$ cat config.mk
export PLATFORM = sky130hd
export DESIGN_NAME = dpi_dac_flat
export DESIGN_NICKNAME = d
export VERILOG_FILES = /design/src/hdl/dpi_pkg.sv /design/src/hdl/dpi_link_if.sv /design/src/hdl/dpi_dac.sv /design/src/flat_wrapper.sv
export SDC_FILE = /design/constraint.sdc
export NUM_CORES = 1
export LEC_CHECK = 0
export ABC_AREA = 1
export BUFFER_PORTS_ARGS = -buffer_cell sky130_fd_sc_hd__buf_2
export CAP_MARGIN = 20
export CORE_MARGIN = 1.5
export CORE_UTILIZATION = 33
export CTS_CLUSTER_SIZE = 25
export DETAILED_ROUTE_END_ITERATION = 6
export MAX_ROUTING_LAYER = met4
export PLACE_DENSITY = 0.54
export SLEW_MARGIN = 25
export SYNTH_ARGS = -nofsm -noshare
export SYNTH_HDL_FRONTEND = slang
export SYNTH_SLANG_ARGS = --single-unit
$ cat constraint.sdc
create_clock -name i_mclk -period 10.6 [get_ports i_mclk]
set_clock_uncertainty 0.2 [all_clocks]
set_input_delay 1.06 -clock i_mclk [delete_from_list [all_inputs] [get_ports i_mclk]]
set_output_delay 1.06 -clock i_mclk [all_outputs]
set_load 0.02 [all_outputs]
$ cat src/hdl/dpi_pkg.sv
/*
  Shared constants and types for the dual-port interleaving DAC input section.
  Assumes a single system clock i_mclk at 20 MHz and an active-low async reset.
*/
package dpi_pkg;
  localparam int unsigned DATA_W       = 10;
  localparam int unsigned CODE_MAX     = 1023;
  localparam int unsigned CODE_SPAN    = 1024;
  localparam int unsigned CUR_W        = 20;
  localparam int unsigned FS_CURRENT_W = 10;
  localparam int unsigned CLK_PERIOD_NS = 50;
  localparam int unsigned PRESCALE_W   = 4;
  localparam logic        HALF_CLK_RESET_VAL = 1'b1;
  localparam logic [9:0]  CODE_RESET_VAL     = 10'h000;
  localparam logic [19:0] CUR_RESET_VAL      = 20'h00000;
  localparam logic [3:0]  PRESCALE_RESET_VAL = 4'h1;
  localparam logic [1:0]  SEL_PRESCALE_RANGE_SELECT_HI = 2'h0;
  localparam logic [1:0]  SEL_PRESCALE_DIV2 = 2'h1;
  localparam logic [1:0]  SEL_PRESCALE_DIV4 = 2'h2;
  localparam logic [1:0]  SEL_PRESCALE_DIV8 = 2'h3;
  localparam int unsigned FIFO_DEPTH = 2;

  typedef enum logic [2:0] {
    DPI_MODE_INTERLEAVE = 3'b001,
    DPI_MODE_PORT1      = 3'b010,
    DPI_MODE_PORT2      = 3'b100
  } dpi_mode_e;

  typedef enum logic [2:0] {
    DPI_PH_FIRST  = 3'b001,
    DPI_PH_SECOND = 3'b010,
    DPI_PH_IDLE   = 3'b100
  } dpi_phase_e;
endpackage : dpi_pkg

$ cat src/hdl/dpi_link_if.sv
/*
  Link between the data source and the DAC input section.
  Assumes both ends share i_mclk; the bench ties the clock to it.
*/
interface dpi_link_if
  import dpi_pkg::*;
  (input wire logic i_mclk);
  logic [DATA_W-1:0] port1_data;
  logic [DATA_W-1:0] port2_data;
  logic              data_valid;
  logic              data_ready;
  logic              range_select_lo;
  logic              range_select_hi;
  logic              multiplier_enable_supply;
  logic              align_reset;
  logic              lock_or_half_clock_out;

  modport dac (
    input  port1_data, port2_data, data_valid, range_select_lo, range_select_hi,
    input  multiplier_enable_supply, align_reset,
    output data_ready, lock_or_half_clock_out
  );
  modport src (
    output port1_data, port2_data, data_valid, range_select_lo, range_select_hi,
    output multiplier_enable_supply, align_reset,
    input  data_ready, lock_or_half_clock_out
  );
endinterface : dpi_link_if

$ cat src/hdl/dpi_dac.sv
/*
  DAC end: input latches, two-entry buffer, port mux, DAC latch and current model.
  Assumes i_mclk is the 2x update clock; the source holds data until data_ready.
*/
// Notes on behaviour
// - multiplier on: both ports latched each input cycle.
// - same edge: previous port-two value goes out.
// - half cycle later: port-one value goes out.
// - update instants fixed by internal 2x clock.
// - bypass: source clock runs at update rate.
// - bypass: range selects choose the mux mode.
// - interleaved bypass: 2x clock divided to 1x.
// - bypass: 1x clock echoed on lock output.
// - source changes data on 1x rising edge; here on any edge where it holds nothing or sees data_ready.
// - reset release forces 1x clock high.
// - first edge drives low, second loads latches.
// - edge after release starts the division.
// - single-port mode loads only selected port.
// - single-port: DAC latch takes word next edge; here at the next 1x rise, two edges on.
// - all-ones code: full true, zero complement.
// - currents are code and 1023 minus code.
// - multiplier on: reset ignored, lock reads one.
// - multiplier on: selects set prescale 1,2,4,8.
// - ports are straight binary, msb highest.
module dpi_dac
  import dpi_pkg::*;
#(
  parameter logic [11:0] MODE_MAP = {3'd2, 3'd1, 3'd0, 3'd0}, // sel3..sel0
  parameter int unsigned DEPTH    = FIFO_DEPTH
)(
  input  wire logic        i_mclk,
  input  wire logic        i_reset_n,
  input  wire logic        i_ce,
  input  wire logic [9:0]  i_full_scale_current,
  output logic [9:0]       o_dac_code,
  output logic [19:0]      o_true_current_out,
  output logic [19:0]      o_complement_current_out,
  output logic [3:0]       o_prescale,
  output logic [2:0]       o_mode,
  dpi_link_if.dac          link
);
  typedef struct packed {
    logic [1:0][19:0] buf_d;
    logic [1:0]       buf_cnt;
    logic             wr_ptr;
    logic             rd_ptr;
    logic             half_clk;
    logic [9:0]       latch1;
    logic [9:0]       latch2;
    logic             latched;
    logic [9:0]       dac_latch;
    logic [9:0]       code;
    logic [19:0]      cur_a;
    logic [19:0]      cur_b;
    logic [3:0]       prescale;
    logic [2:0]       mode;
    logic             ready;
    logic             lock;
  } dpi_dac_s;

  dpi_dac_s  st_ff;
  dpi_dac_s  nxt_st;
  logic [1:0] sel;
  dpi_mode_e  mode_now;
  logic       rise_1x;
  logic       take;
  logic       pop;
  logic [19:0] head;
  logic        align_hold;
  logic        load1;
  logic        load2;
  logic        dac_upd;
  logic [9:0]  dac_src;
  logic [19:0] cur_a_nx;
  logic [19:0] cur_b_nx;
  logic [3:0]  prescale_nx;
  dpi_mode_e   mode_nx;

  assign sel  = {link.range_select_hi, link.range_select_lo};
  assign head = st_ff.buf_d[st_ff.rd_ptr];
  assign take = link.data_valid && st_ff.ready;

  always_comb begin
    case (MODE_MAP[sel*3 +: 2])
      2'd1:    mode_now = DPI_MODE_PORT1;
      2'd2:    mode_now = DPI_MODE_PORT2;
      default: mode_now = DPI_MODE_INTERLEAVE;
    endcase
  end

  // Align holds the 1x clock high unless multiplying; otherwise it toggles on every 2x edge.
  assign align_hold = !link.multiplier_enable_supply && link.align_reset;
  assign rise_1x    = !align_hold && !st_ff.half_clk;
  assign pop        = rise_1x && (st_ff.buf_cnt != 2'd0);
  assign mode_nx    = link.multiplier_enable_supply ? DPI_MODE_INTERLEAVE : mode_now;

  // Prescale follows the selects; it only means something while multiplying.
  always_comb begin
    case (sel)
      SEL_PRESCALE_RANGE_SELECT_HI: prescale_nx = 4'h1;
      SEL_PRESCALE_DIV2: prescale_nx = 4'h2;
      SEL_PRESCALE_DIV4: prescale_nx = 4'h4;
      SEL_PRESCALE_DIV8: prescale_nx = 4'h8;
      default:           prescale_nx = PRESCALE_RESET_VAL;
    endcase
  end

  // Input latch enables: both ports when interleaving, one port otherwise.
  always_comb begin
    load1 = 1'b0;
    load2 = 1'b0;
    if (pop) begin
      case (mode_nx)
        DPI_MODE_PORT1: begin
          load1 = 1'b1;
        end
        DPI_MODE_PORT2: begin
          load2 = 1'b1;
        end
        default: begin
          load1 = 1'b1;
          load2 = 1'b1;
        end
      endcase
    end
  end

  // DAC latch source: port two on the 1x rise (port one in port-one mode), port one half a period later when interleaving.
  always_comb begin
    dac_upd = 1'b0;
    dac_src = st_ff.latch2;
    if (st_ff.latched) begin
      if (rise_1x) begin
        dac_upd = 1'b1;
        case (st_ff.mode)
          DPI_MODE_PORT1: dac_src = st_ff.latch1;
          default:        dac_src = st_ff.latch2;
        endcase
      end else if (st_ff.mode == DPI_MODE_INTERLEAVE) begin
        dac_upd = 1'b1;
        dac_src = st_ff.latch1;
      end
    end
  end

  // Currents scaled by 1024: true = code*fs, complement = (1023-code)*fs.
  assign cur_a_nx = 20'(st_ff.dac_latch) * 20'(i_full_scale_current);
  assign cur_b_nx = 20'(10'(CODE_MAX) - st_ff.dac_latch) * 20'(i_full_scale_current);

  always_comb begin
    nxt_st = st_ff;
    if (i_ce) begin
      nxt_st.prescale = prescale_nx;
      nxt_st.mode     = mode_nx;
      // Internal 1x clock: a divide-by-two of i_mclk, so phases ignore duty cycle.
      nxt_st.half_clk = align_hold ? HALF_CLK_RESET_VAL : ~st_ff.half_clk;
      // Lock pin: echo of 1x clock in bypass, steady one when multiplying.
      nxt_st.lock = link.multiplier_enable_supply ? 1'b1 : nxt_st.half_clk;
      if (pop) begin
        nxt_st.latched = 1'b1;
      end
      // Ports are straight binary with bit 9 as msb.
      if (load1) begin
        nxt_st.latch1 = head[9:0];
      end
      if (load2) begin
        nxt_st.latch2 = head[19:10];
      end
      if (dac_upd) begin
        nxt_st.dac_latch = dac_src;
      end
      // Two-entry buffer absorbs a word while the latch phase is busy.
      if (take) begin
        nxt_st.buf_d[st_ff.wr_ptr] = {link.port2_data, link.port1_data};
        nxt_st.wr_ptr = ~st_ff.wr_ptr;
      end
      if (pop) begin
        nxt_st.rd_ptr = ~st_ff.rd_ptr;
      end
      nxt_st.buf_cnt = st_ff.buf_cnt + {1'b0, take} - {1'b0, pop};
      nxt_st.ready   = (nxt_st.buf_cnt < 2'(DEPTH));
      // Output stage: one register after the DAC latch.
      nxt_st.code  = st_ff.dac_latch;
      nxt_st.cur_a = cur_a_nx;
      nxt_st.cur_b = cur_b_nx;
    end
  end

  always_ff @(posedge i_mclk or negedge i_reset_n) begin
    if (!i_reset_n) begin
      st_ff          <= '0;
      st_ff.half_clk <= HALF_CLK_RESET_VAL;
      st_ff.ready    <= 1'b1;
      st_ff.lock     <= 1'b1;
      st_ff.prescale <= PRESCALE_RESET_VAL;
      st_ff.mode     <= DPI_MODE_INTERLEAVE;
      st_ff.cur_b    <= CUR_RESET_VAL;
    end else begin
      st_ff <= nxt_st;
    end
  end

  assign link.data_ready             = st_ff.ready;
  assign link.lock_or_half_clock_out = st_ff.lock;
  assign o_dac_code                  = st_ff.code;
  assign o_true_current_out          = st_ff.cur_a;
  assign o_complement_current_out    = st_ff.cur_b;
  assign o_prescale                  = st_ff.prescale;
  assign o_mode                      = st_ff.mode;
endmodule : dpi_dac

$ cat src/flat_wrapper.sv
// flat-port wrapper written by rule: the top's interface ports become plain ports
module dpi_dac_flat import dpi_pkg::*;
#(
  parameter logic [11:0] MODE_MAP = {3'd2, 3'd1, 3'd0, 3'd0},              
  parameter int unsigned DEPTH    = FIFO_DEPTH
)
  (i_mclk, i_reset_n, i_ce, i_full_scale_current, o_dac_code, o_true_current_out, o_complement_current_out, o_prescale, o_mode, link_port1_data, link_port2_data, link_data_valid, link_range_select_lo, link_range_select_hi, link_multiplier_enable_supply, link_align_reset, link_data_ready, link_lock_or_half_clock_out);
  dpi_link_if link_i (.i_mclk(i_mclk));
  input  wire logic i_mclk;
  input  wire logic i_reset_n;
  input  wire logic i_ce;
  input  wire logic [9:0] i_full_scale_current;
  output logic [9:0] o_dac_code;
  output logic [19:0] o_true_current_out;
  output logic [19:0] o_complement_current_out;
  output logic [3:0] o_prescale;
  output logic [2:0] o_mode;
  input wire logic [$bits(link_i.port1_data)-1:0] link_port1_data;
  input wire logic [$bits(link_i.port2_data)-1:0] link_port2_data;
  input wire logic [$bits(link_i.data_valid)-1:0] link_data_valid;
  input wire logic [$bits(link_i.range_select_lo)-1:0] link_range_select_lo;
  input wire logic [$bits(link_i.range_select_hi)-1:0] link_range_select_hi;
  input wire logic [$bits(link_i.multiplier_enable_supply)-1:0] link_multiplier_enable_supply;
  input wire logic [$bits(link_i.align_reset)-1:0] link_align_reset;
  output wire logic [$bits(link_i.data_ready)-1:0] link_data_ready;
  output wire logic [$bits(link_i.lock_or_half_clock_out)-1:0] link_lock_or_half_clock_out;
  assign link_i.port1_data = link_port1_data;
  assign link_i.port2_data = link_port2_data;
  assign link_i.data_valid = link_data_valid;
  assign link_i.range_select_lo = link_range_select_lo;
  assign link_i.range_select_hi = link_range_select_hi;
  assign link_i.multiplier_enable_supply = link_multiplier_enable_supply;
  assign link_i.align_reset = link_align_reset;
  assign link_data_ready = link_i.data_ready;
  assign link_lock_or_half_clock_out = link_i.lock_or_half_clock_out;
  dpi_dac #(.MODE_MAP(MODE_MAP), .DEPTH(DEPTH)) u_core (.i_mclk(i_mclk), .i_reset_n(i_reset_n), .i_ce(i_ce), .i_full_scale_current(i_full_scale_current), .o_dac_code(o_dac_code), .o_true_current_out(o_true_current_out), .o_complement_current_out(o_complement_current_out), .o_prescale(o_prescale), .o_mode(o_mode), .link(link_i));
endmodule
-- After elaboration in Yosys (flattened, before gate mapping)
Index checks and enable logic that the tools add are counted.
- add/subtract/negate cells: 3
- multipliers: 3
- order comparisons: 4
- eq/ne operators: 9
- shift operators: 1
- mux-type cells: 21
- bitwise logic cells: 3
- reduce and logical (&&, ||, !) cells: 15
- operators with widths (kind ; count):
    $mux W20 ; 3
    $bwmux W40 ; 1
    $mux W10 ; 4
    $demux W20 S1 ; 1
    $mul A10 B10 Y20 ; 1
    $mul A20 B10 Y20 ; 1
    $pmux W4 S4 ; 1
    $shiftx A12 B5 Y2 const A ; 1
    $sub A10 B10 Y11 const A ; 1
    $reduce_and A2 Y1 ; 5
    $mux W1 ; 9
    $eq A2 B2 Y1 const B ; 3
    $eq A3 B2 Y1 const B ; 2
    $pmux W3 S2 ; 1
    $logic_and A1 B1 Y1 ; 5
    $eq A2 B1 Y1 const B ; 2
    $lt A1 B2 Y1 const B ; 2
    $mul A2 B2 Y4 const B ; 1
    $eq A3 B1 Y1 const B ; 1
    $eq A3 B3 Y1 const B ; 1
    $logic_not A1 Y1 ; 3
    $mux W3 ; 1
    $not A1 Y1 ; 3
    $add A2 B1 Y2 ; 1
    other kinds (5) ; 5
- bits in registers: 135
- bits of input ports: 38
- logic and storage cells: 76

-- Depth between registers and ports, before layout
Gate-level depths: netlist of the first run.
- word-level depth: 9
- gate-level depth with buffers: 23

-- Least setup slack after synthesis of the first run
Ideal clock, no wire load.
- kind: input to register
- start: input i_full_scale_current[1]
- end: register u_core.st_ff (netlist bit u_core.o_true_current_out[15])
- library setup time: 0.118 ns
- arrival: 5.378 ns
- data required time: 10.282 ns
- path slack: 4.904 ns
- stages on the path: 23
- path buffers: 2
- path through: clkbuf_1 > clkbuf_1 > nand2_1 > fa_1 > inv_1 > fa_1 > inv_1 > fa_1 > inv_1 > fa_1 > inv_1 > fa_1 > inv_1 > ha_1 > nand2_1 > nor2_1 > nand3_1 > nand3_1 > nand2_1 > nand2_1 > nand2_1 > nand3_1 > nand2_1
- word-level cells in the longest chain between the ends: 1
- RTL lines (element ; line ; RTL):
    start, declared ; flat_wrapper.sv:12 ; input wire logic [9:0] i_full_scale_current;
    $mul A10 B10 Y20 ; dpi_dac.sv:147 ; assign cur_a_nx = 20'(st_ff.dac_latch) * 20'(i_full_scale_current);
    end signal, assigned ; dpi_dac.sv:199 ; st_ff <= nxt_st;
    end, declared ; dpi_dac.sv:61 ; dpi_dac_s st_ff;
Every way passes these cells.
A chain may end at the register's enable or synchronous reset.

-- Worst setup path after layout of the first run
- start: register u_core.st_ff[66] in the netlist's numbering
- end: register u_core.st_ff (netlist bit u_core.o_complement_current_out[15])
- word-level cells in the longest chain between the ends: 2
- RTL lines (element ; line ; RTL):
    $sub A10 B10 Y11 ; dpi_dac.sv:148 ; assign cur_b_nx = 20'(10'(CODE_MAX) - st_ff.dac_latch) * 20'(i_full_scale_current);
    $mul A20 B10 Y20 ; dpi_dac.sv:148 ;
Every way passes these cells.

==> results of run 1 <==
per-layer routing:
layer	up-vias	global-route usage, %
li1	4883	-
met1	4779	20.7
met2	173	26.6
met3	34	2.47
met4	0	4.59
met5	-	-
cells by family after synthesis:
| logic type | after synthesis | share of synthesized area [%] |
|---|---|---|
| simple gates | 663 | 20.8 |
| flops | 135 | 26.2 |
| xor+xnor | 18 | 1.22 |
| buf+inv | 418 | 14.0 |
| compound gates | 158 | 7.72 |
| fa+ha+maj | 236 | 30.0 |
worst register-to-register path: stages, from the launching register on:
cell and delay [ns]:
sky130_fd_sc_hd__dfrtp_1 0.66, sky130_fd_sc_hd__inv_1 0.37, sky130_fd_sc_hd__nand2_1 0.13, sky130_fd_sc_hd__fa_1 0.55, sky130_fd_sc_hd__inv_1 0.05, sky130_fd_sc_hd__fa_1 0.50
sky130_fd_sc_hd__inv_1 0.05, sky130_fd_sc_hd__fa_1 0.52, sky130_fd_sc_hd__inv_1 0.05, sky130_fd_sc_hd__fa_1 0.48, sky130_fd_sc_hd__inv_1 0.05, sky130_fd_sc_hd__fa_1 0.53
sky130_fd_sc_hd__inv_1 0.04, sky130_fd_sc_hd__ha_1 0.34, sky130_fd_sc_hd__nand2_1 0.08, sky130_fd_sc_hd__nor2_1 0.16, sky130_fd_sc_hd__nand3_1 0.11, sky130_fd_sc_hd__nand3_1 0.15
sky130_fd_sc_hd__nand2_1 0.09, sky130_fd_sc_hd__nand2_1 0.06, sky130_fd_sc_hd__nand2_1 0.04, sky130_fd_sc_hd__nand3_1 0.07, sky130_fd_sc_hd__nand2_1 0.05
stage by stage:
step | util (%) | setup slack (ns) | hold slack, ns
after floorplan | - | 4.90 | 0.243
after global placement | 34.7 | 4.86 | 0.256
after detailed placement | 34.7 | 4.79 | 0.254
after CTS | 36.2 | 5.15 | 0.270
after global routing | 36.2 | 4.84 | 0.291
final | 36.2 | 5.16 | 0.265
placed cells by master, fill, tap and decap left out, drive strengths merged:
master	instances
nand2	459
inv	298
nor2	137
dfrtp	130
fa	124
ha	112
buf	101
o21ai	95
nand3	46
a21oi	27
a31oi	23
clkbuf	18
xnor2	13
nand3b	10
o22ai	7
xor2	5
dfstp	5
clkinv	5
and2	4
nor3	4
diode	3
o211ai	3
nand4	2
clkinvlp	2
bufinv	2
o211a	1
a22o	1
or2	1
o21a	1
area by class of cell:
type	count	area [sq um]
clock inverter	12	144
inverter	295	1110
fill	4048	24700
clock buffer	18	439
tap	518	648
sequential	135	3380
timing repair buffer	101	524
antenna	3	7.51
multi-input combinational	1075	7740
worst paths after layout:
kind	slack, ns	end	startpoint
max	5.16	u_core.o_complement_current_out[15]	u_core.st_ff[66]
min	0.26	u_core.o_complement_current_out[1]	u_core.o_complement_current_out[1]
max reg2reg	5.16	u_core.o_complement_current_out[15]	u_core.st_ff[66]
min reg2reg	0.26	u_core.o_complement_current_out[1]	u_core.o_complement_current_out[1]
max in group asynchronous	8.45	u_core.o_complement_current_out[15]	i_reset_n
min in group asynchronous	0.41	u_core.st_ff[119]	i_reset_n
state kept, by name, indices dropped and copies added, names as in the netlist:
register,count
u_core.st_ff,76
u_core.link.lock_or_half_clock_out,1
u_core.link.data_ready,1
u_core.o_complement_current_out,20
u_core.o_dac_code,10
u_core.o_mode,3
u_core.o_prescale,4
u_core.o_true_current_out,20
==> summary.md, run 1 <==
| Metric | Value |
|---|---|
| Number of H-tree branching levels | `4` |
| Prevailing post-synth register cell | `sky130_fd_sc_hd__dfrtp_1` |
| CP Launch Type | `flop` |
| Total of cells resized after clock tree synthesis | `0` |
| Critical path buffer and inverter count | `6` |
| WL met1 | `14.1 mm` |
| HPWL after detailed placement | `23.1 mm` |
| Final critical-path share of the clock period | `51.3%` |
| Slew at the pin with the worst max-slew slack | `0.882 ns` |
| Die height | `201 um` |
| Cell count along the critical path | `22` |
| Share of post-route cells with drive strength above 1 | `11.7%` |
| Max-cap viol count | `0` |
| Min-Delay Path Depth | `2` |
| Fraction of registers with async set or reset after synthesis | `100%` |
| Library cell used as clock root buffer | `sky130_fd_sc_hd__clkbuf_16` |
| Wire length of the first global-routing pass | `51.3 mm` |
| Final sum of negative setup slack | `0 ns` |
| Vias in the first global route | `10100` |
| Peak fanout along the critical path | `17` |
| Yosys cell types | `40` |
| Hold buffers post-CTS | `0` |
| Largest net degree at the start of global routing | `69` |
| Cell types with the largest area share after synthesis | `sky130_fd_sc_hd__dfrtp_1 25%, sky130_fd_sc_hd__fa_1 19%, sky130_fd_sc_hd__nand2_1 13%, sky130_fd_sc_hd__ha_1 11%, sky130_fd_sc_hd__inv_1 8.4%` |
| Starting utilization of the core area | `33.5%` |
| DRC violation count after routing | `0` |
| Leading area contributor after synthesis | `sky130_fd_sc_hd__dfrtp_1` |
| Clock period minus final worst setup slack | `5.44 ns` |
| Crit path DAT | `5.56 ns` |
| Width of the die | `201 um` |
| Max layer used | `met4` |
| Avg Synthesized Cell Area | `7.95 sq um` |
| Maximum buffer depth of the clock tree | `2` |
| Detail-routed net length per standard cell | `14.0 um` |
| Net count of the mapped netlist | `1902` |
| Vias after detailed routing | `9869` |
| Reg2Reg Depth | `22` |
| Most frequent cell after synthesis | `sky130_fd_sc_hd__nand2_1` |
| Post-CTS setup buffers | `0` |
| Gate family responsible for the most delay along the worst path | `adder cells` |
| Area of the die | `40400 sq um` |
| Fmax achieved | `184 MHz` |
| Gate count after technology mapping | `1628` |
| Std cell rows | `72` |
| Gr usage total | `16.2%` |
| Capturing element type of the critical path | `flop` |
| Post-Place Cells | `2124` |
| Synth top area share | `25.1%` |
| CTS tree | `yes` |
| Number of design-rule violations left by the first detailed-router iteration | `515` |
| Placeable core area | `38600 sq um` |
| Area after DPL | `13400 sq um` |
| Min-delay worst type | `reg2reg` |
| Design area | `14000 sq um` |
| Total global routing overflow | `0` |
| Signed area change from the synthesized netlist to the final layout | `8.18%` |
| Largest stage delay on the critical path | `0.66 ns` |
| Share of the yosys chip area belonging to registers | `26.2%` |
| Synthesis-stage register bit count | `135` |
| Clock tree sinks | `135` |
| Drt via density | `4.58` |
| Worst slew slack as a fraction of its limit | `41.2%` |
| Crit Path Category | `reg2reg` |
| Pins Over Slew Limit | `0` |
| Post-synth design cell area | `12900 sq um` |
| Yosys warning total | `0` |
| Cell with the largest stage delay on the worst path | `sky130_fd_sc_hd__dfrtp_1` |
| Worst EP required | `10.72 ns` |
| Crit path cell chain | `inv_1 > nand2_1 > fa_1 > inv_1 > fa_1 > inv_1 > fa_1 > inv_1 > fa_1 > inv_1 > fa_1 > inv_1 > ha_1 > nand2_1 > nor2_1 > nand3_1 > nand3_1 > nand2_1 > nand2_1 > nand2_1 > nand3_1 > nand2_1` |
| Initial DRT Pass Iterations | `5` |
| Outcome | `finished, final reports clean` |
| Sum of met2 wire segment lengths after detailed routing | `14.4 mm` |
| Clock input transition at the sequential cells of the worst setup and hold paths | `0.06 ns` |
| Sum of met3 wire segment lengths after detailed routing | `1.10 mm` |
| RSZ-0062 raised after global routing | `no` |
| Post-synth EDFFs | `0` |
| GPL Wtd Cong | `0.819` |
| Final net count | `1899` |
| Number of I/O pins | `97` |
| Clock latency on the worst-skew pair | `0.43 ns` |
| Non-filler instance count after layout | `2157` |
| Post-route ant nets | `0` |
| Final routed wirelength across all metal layers | `30.2 mm` |
| Final count of negative-setup-slack endpoints | `0` |
| Number of buffers added by the clock tree synthesis step | `17` |
| # port buffers | `96` |
| Number of antenna violations at the first check in global routing | `3` |
| Most frequent cells after synthesis | `456 x sky130_fd_sc_hd__nand2_1, 288 x sky130_fd_sc_hd__inv_1, 130 x sky130_fd_sc_hd__dfrtp_1, 124 x sky130_fd_sc_hd__fa_1, 115 x sky130_fd_sc_hd__nor2_1` |
| Final Hold Viols | `0` |
Power of run 1 is not shown: default switching activity piles up to over one toggle a cycle in this logic, so the estimate is an artifact.
==> inputs of run 2 (changes only) <==
--- a/config.mk
+++ b/config.mk
@@ -5,7 +5,7 @@
 export SDC_FILE = /design/constraint.sdc
 export NUM_CORES = 1
 export LEC_CHECK = 0
-export ABC_AREA = 1
+export ABC_AREA = 0
 export BUFFER_PORTS_ARGS = -buffer_cell sky130_fd_sc_hd__buf_2
 export CAP_MARGIN = 20
 export CORE_MARGIN = 1.5
==> constraint.sdc (replaced) <==
create_clock -name i_mclk -period 5.6 [get_ports i_mclk]
set_clock_uncertainty 0.2 [all_clocks]
set_input_delay 0.56 -clock i_mclk [delete_from_list [all_inputs] [get_ports i_mclk]]
set_output_delay 0.56 -clock i_mclk [all_outputs]
set_load 0.02 [all_outputs]
==> summary.md, run 2 <==
| Metric | Value |
|---|---|
| Final WS setup | `0.227 ns (-4.94 ns)` |
| Register-to-register path setup slack | `0.23 ns (-4.94 ns)` |
| Final critical-path share of the clock period | `96.0% (+45 points)` |
| Crit path cell chain | `nand2b_1 > fa_1 > inv_1 > fa_1 > inv_1 > fa_1 > inv_1 > fa_1 > inv_1 > fa_1 > inv_1 > ha_1 > a21oi_1 > nand2_1 > o211ai_2 > a31oi_1 > mux2i_1 > a211o_1` |
| Final net count | `1558 (-18%)` |
| Crit Path Category | `reg2reg` |
| CTS tree | `yes` |
| Number of buffers added by the clock tree synthesis step | `17 (unchanged)` |
| Fmax achieved | `186 MHz (+1.2%)` |
| Crit path DAT | `5.49 ns (-0.07 ns)` |
| Worst EP required | `5.71 ns (-5.01 ns)` |
| Library cell used as clock root buffer | `sky130_fd_sc_hd__clkbuf_16` |
| Drt via density | `4.75 (+3.7%)` |
| Prevailing post-synth register cell | `sky130_fd_sc_hd__dfrtp_1` |
| Post-CTS setup buffers | `0 (unchanged)` |
| GPL Wtd Cong | `0.830 (+1.3%)` |
| Hold buffers post-CTS | `0 (unchanged)` |
| Final routed wirelength across all metal layers | `29.3 mm (-2.8%)` |
| Reg2Reg Depth | `18 (-18%)` |
| Post-synth design cell area | `12700 sq um (-1.8%)` |
| Fraction of registers with async set or reset after synthesis | `100% (unchanged)` |
| Worst reg2reg path startpoint | `u_core.st_ff[64]` |
| Area after DPL | `13400 sq um (-0.12%)` |
| Placeable core area | `37800 sq um (-2.3%)` |
| Gr usage total | `16.4% (+0.16 points)` |
| Clock tree sinks | `135 (unchanged)` |
| Pins Over Slew Limit | `0 (unchanged)` |
| Gate count after technology mapping | `1258 (-23%)` |
| Number of design-rule violations left by the first detailed-router iteration | `383 (-26%)` |
| Clock latency on the worst-skew pair | `0.43 ns (about the same)` |
| Cell with the largest stage delay on the worst path | `sky130_fd_sc_hd__dfrtp_1` |
| Synthesis-stage register bit count | `135 (unchanged)` |
| Worst-case setup slack after placement | `0.0963 ns (-4.69 ns)` |
| Design area | `14000 sq um (+0.19%)` |
| Vias in the first global route | `8906 (-12%)` |
| Synth top area share | `25.6% (+0.47 points)` |
| Yosys cell types | `66 (+65%)` |
| Most frequent cells after synthesis | `131 x sky130_fd_sc_hd__inv_1, 130 x sky130_fd_sc_hd__dfrtp_1, 124 x sky130_fd_sc_hd__fa_1, 112 x sky130_fd_sc_hd__ha_1, 73 x sky130_fd_sc_hd__nand2_1` |
| Total global routing overflow | `0 (unchanged)` |
| Min-delay worst type | `in2async` |
| Critical path buffer and inverter count | `5 (-1)` |
| RSZ-0062 raised after global routing | `no` |
| Violated checks | `negative hold slack` |
| Final Hold Viols | `21 (+21)` |
| Number of H-tree branching levels | `4 (unchanged)` |
| Most flops, register | `u_core.st_ff` |
| Signed area change from the synthesized netlist to the final layout | `10.4%` |
| Total of cells resized after clock tree synthesis | `0 (unchanged)` |
| DRC violation count after routing | `0 (unchanged)` |
| Final count of negative-setup-slack endpoints | `0 (unchanged)` |
| Die height | `199 um (-0.90%)` |
| Net count of the mapped netlist | `1532 (-19%)` |
| Post-route ant nets | `0 (unchanged)` |
| # port buffers | `96 (unchanged)` |
| Slew at the pin with the worst max-slew slack | `0.961 ns (+0.0798 ns)` |
| Worst Hold Margin | `-0.0356 ns (-0.301 ns)` |
| Outcome | `finished, violations left` |
| Max-cap viol count | `0 (unchanged)` |
| Largest net degree at the start of global routing | `84 (+22%)` |
| Critical R2R Capture | `u_core.o_complement_current_out[19]` |
| CP Launch Type | `flop` |
| Capturing element type of the critical path | `flop` |
| Most common cell after layout, fill and taps aside | `sky130_fd_sc_hd__inv_1` |
| Wire length of the first global-routing pass | `48.5 mm (-5.5%)` |
| Area of the die | `39700 sq um (-1.8%)` |
| Number of I/O pins | `97 (unchanged)` |
| Post-synth EDFFs | `0 (unchanged)` |
| Std cell rows | `71 (-1.4%)` |
| Initial DRT Pass Iterations | `4 (-1)` |
| Commonest cells after routing, fill and taps aside | `131 x sky130_fd_sc_hd__inv_1, 130 x sky130_fd_sc_hd__dfrtp_1, 124 x sky130_fd_sc_hd__fa_1` |
| Width of the die | `199 um (-0.90%)` |
| Largest register FFs | `76 (unchanged)` |
| Worst slew slack as a fraction of its limit | `35.9% (-5.3 points)` |
| Leading area contributor after synthesis | `sky130_fd_sc_hd__dfrtp_1` |
| Share of post-route cells with drive strength above 1 | `20.0% (+8.2 points)` |
| Avg Synthesized Cell Area | `10.1 sq um (+27%)` |
| Final sum of negative setup slack | `0 ns (unchanged)` |
| Number of antenna violations at the first check in global routing | `0 (-3)` |
| ANT cells | `0 (-3)` |
| Maximum buffer depth of the clock tree | `2 (unchanged)` |
| Vias after detailed routing | `8582 (-13%)` |
| Detail-routed net length per standard cell | `16.2 um (+16%)` |
| Clock period minus final worst setup slack | `5.37 ns (-0.0622 ns)` |
| Cell types with the largest area share after synthesis | `sky130_fd_sc_hd__dfrtp_1 26%, sky130_fd_sc_hd__fa_1 20%, sky130_fd_sc_hd__ha_1 11%, sky130_fd_sc_hd__mux2_2 6.1%, sky130_fd_sc_hd__inv_1 3.9%` |
| HPWL after detailed placement | `22.5 mm (-2.6%)` |
| Clock input transition at the sequential cells of the worst setup and hold paths | `0.06 ns (about the same)` |
| Yosys warning total | `0 (unchanged)` |
| Gate family responsible for the most delay along the worst path | `adder cells` |
| Starting utilization of the core area | `33.6% (+0.16 points)` |
| Most frequent cell after synthesis | `sky130_fd_sc_hd__inv_1` |
| Peak fanout along the critical path | `9 (-8)` |
| Share of the yosys chip area belonging to registers | `26.7% (+0.49 points)` |
| Largest stage delay on the critical path | `0.55 ns (-0.11 ns)` |
-- run 2: cells by family after synthesis --
group,after synthesis,synth area share (%)
XOR/XNOR,29,2.00
flip-flops,135,26.7
AND/OR/NAND/NOR,339,14.2
buffers and inverters,256,9.55
AO/OA/AOI/OAI,170,8.94
adder cells (fa/ha/maj),236,30.6
multiplexers,93,8.05
-- run 2: area by class of cell --
cell class	count	area, sq um
clock inverter	13	193
clock buffer	19	443
sequential	135	3380
timing repair buffer	132	759
inverter	131	492
tap	511	639
multi-input combinational	867	8110
fill	3861	23700
-- run 2: stage by stage --
step / cells / util (%) / hold WS (ns)
after floorplan: 1258 / - / 0.0644
after global placement: 1776 / 35.4 / 0.267
after detailed placement: 1776 / 35.4 / 0.276
after CTS: 1808 / 37.1 / 0.00963
after global routing: 1808 / 37.1 / 0.0240
final: 1808 / 37.1 / -0.0356
-- run 2: routing by layer --
metal	up-vias	part of all wire, %	global-route usage (%)	routed length (um)
li1	4117	-	-	-
met1	4337	49	22.9	14400
met2	117	46	24.6	13600
met3	11	4.0	3.09	1190
met4	0	0.66	3.11	193
met5	-	0	-	0
-- run 2: worst max-delay path by stage --
| stage | startpoint | endpoint | slack, ns | cells after the start |
|---|---|---|---|---|
| floorplan | i_full_scale_current[1] | u_core.o_complement_current_out[19] | 0.28 | 19 |
| global placement | i_full_scale_current[2] | u_core.o_complement_current_out[19] | 0.14 | 19 |
| detailed placement | i_full_scale_current[2] | u_core.o_complement_current_out[19] | 0.1 | 19 |
| CTS | u_core.st_ff[64] | u_core.o_true_current_out[14] | 0.25 | 18 |
| global route | u_core.st_ff[64] | u_core.o_true_current_out[19] | 0.01 | 18 |
| finish | u_core.st_ff[64] | u_core.o_complement_current_out[19] | 0.23 | 18 |
Power of run 2 is left out for the same reason.
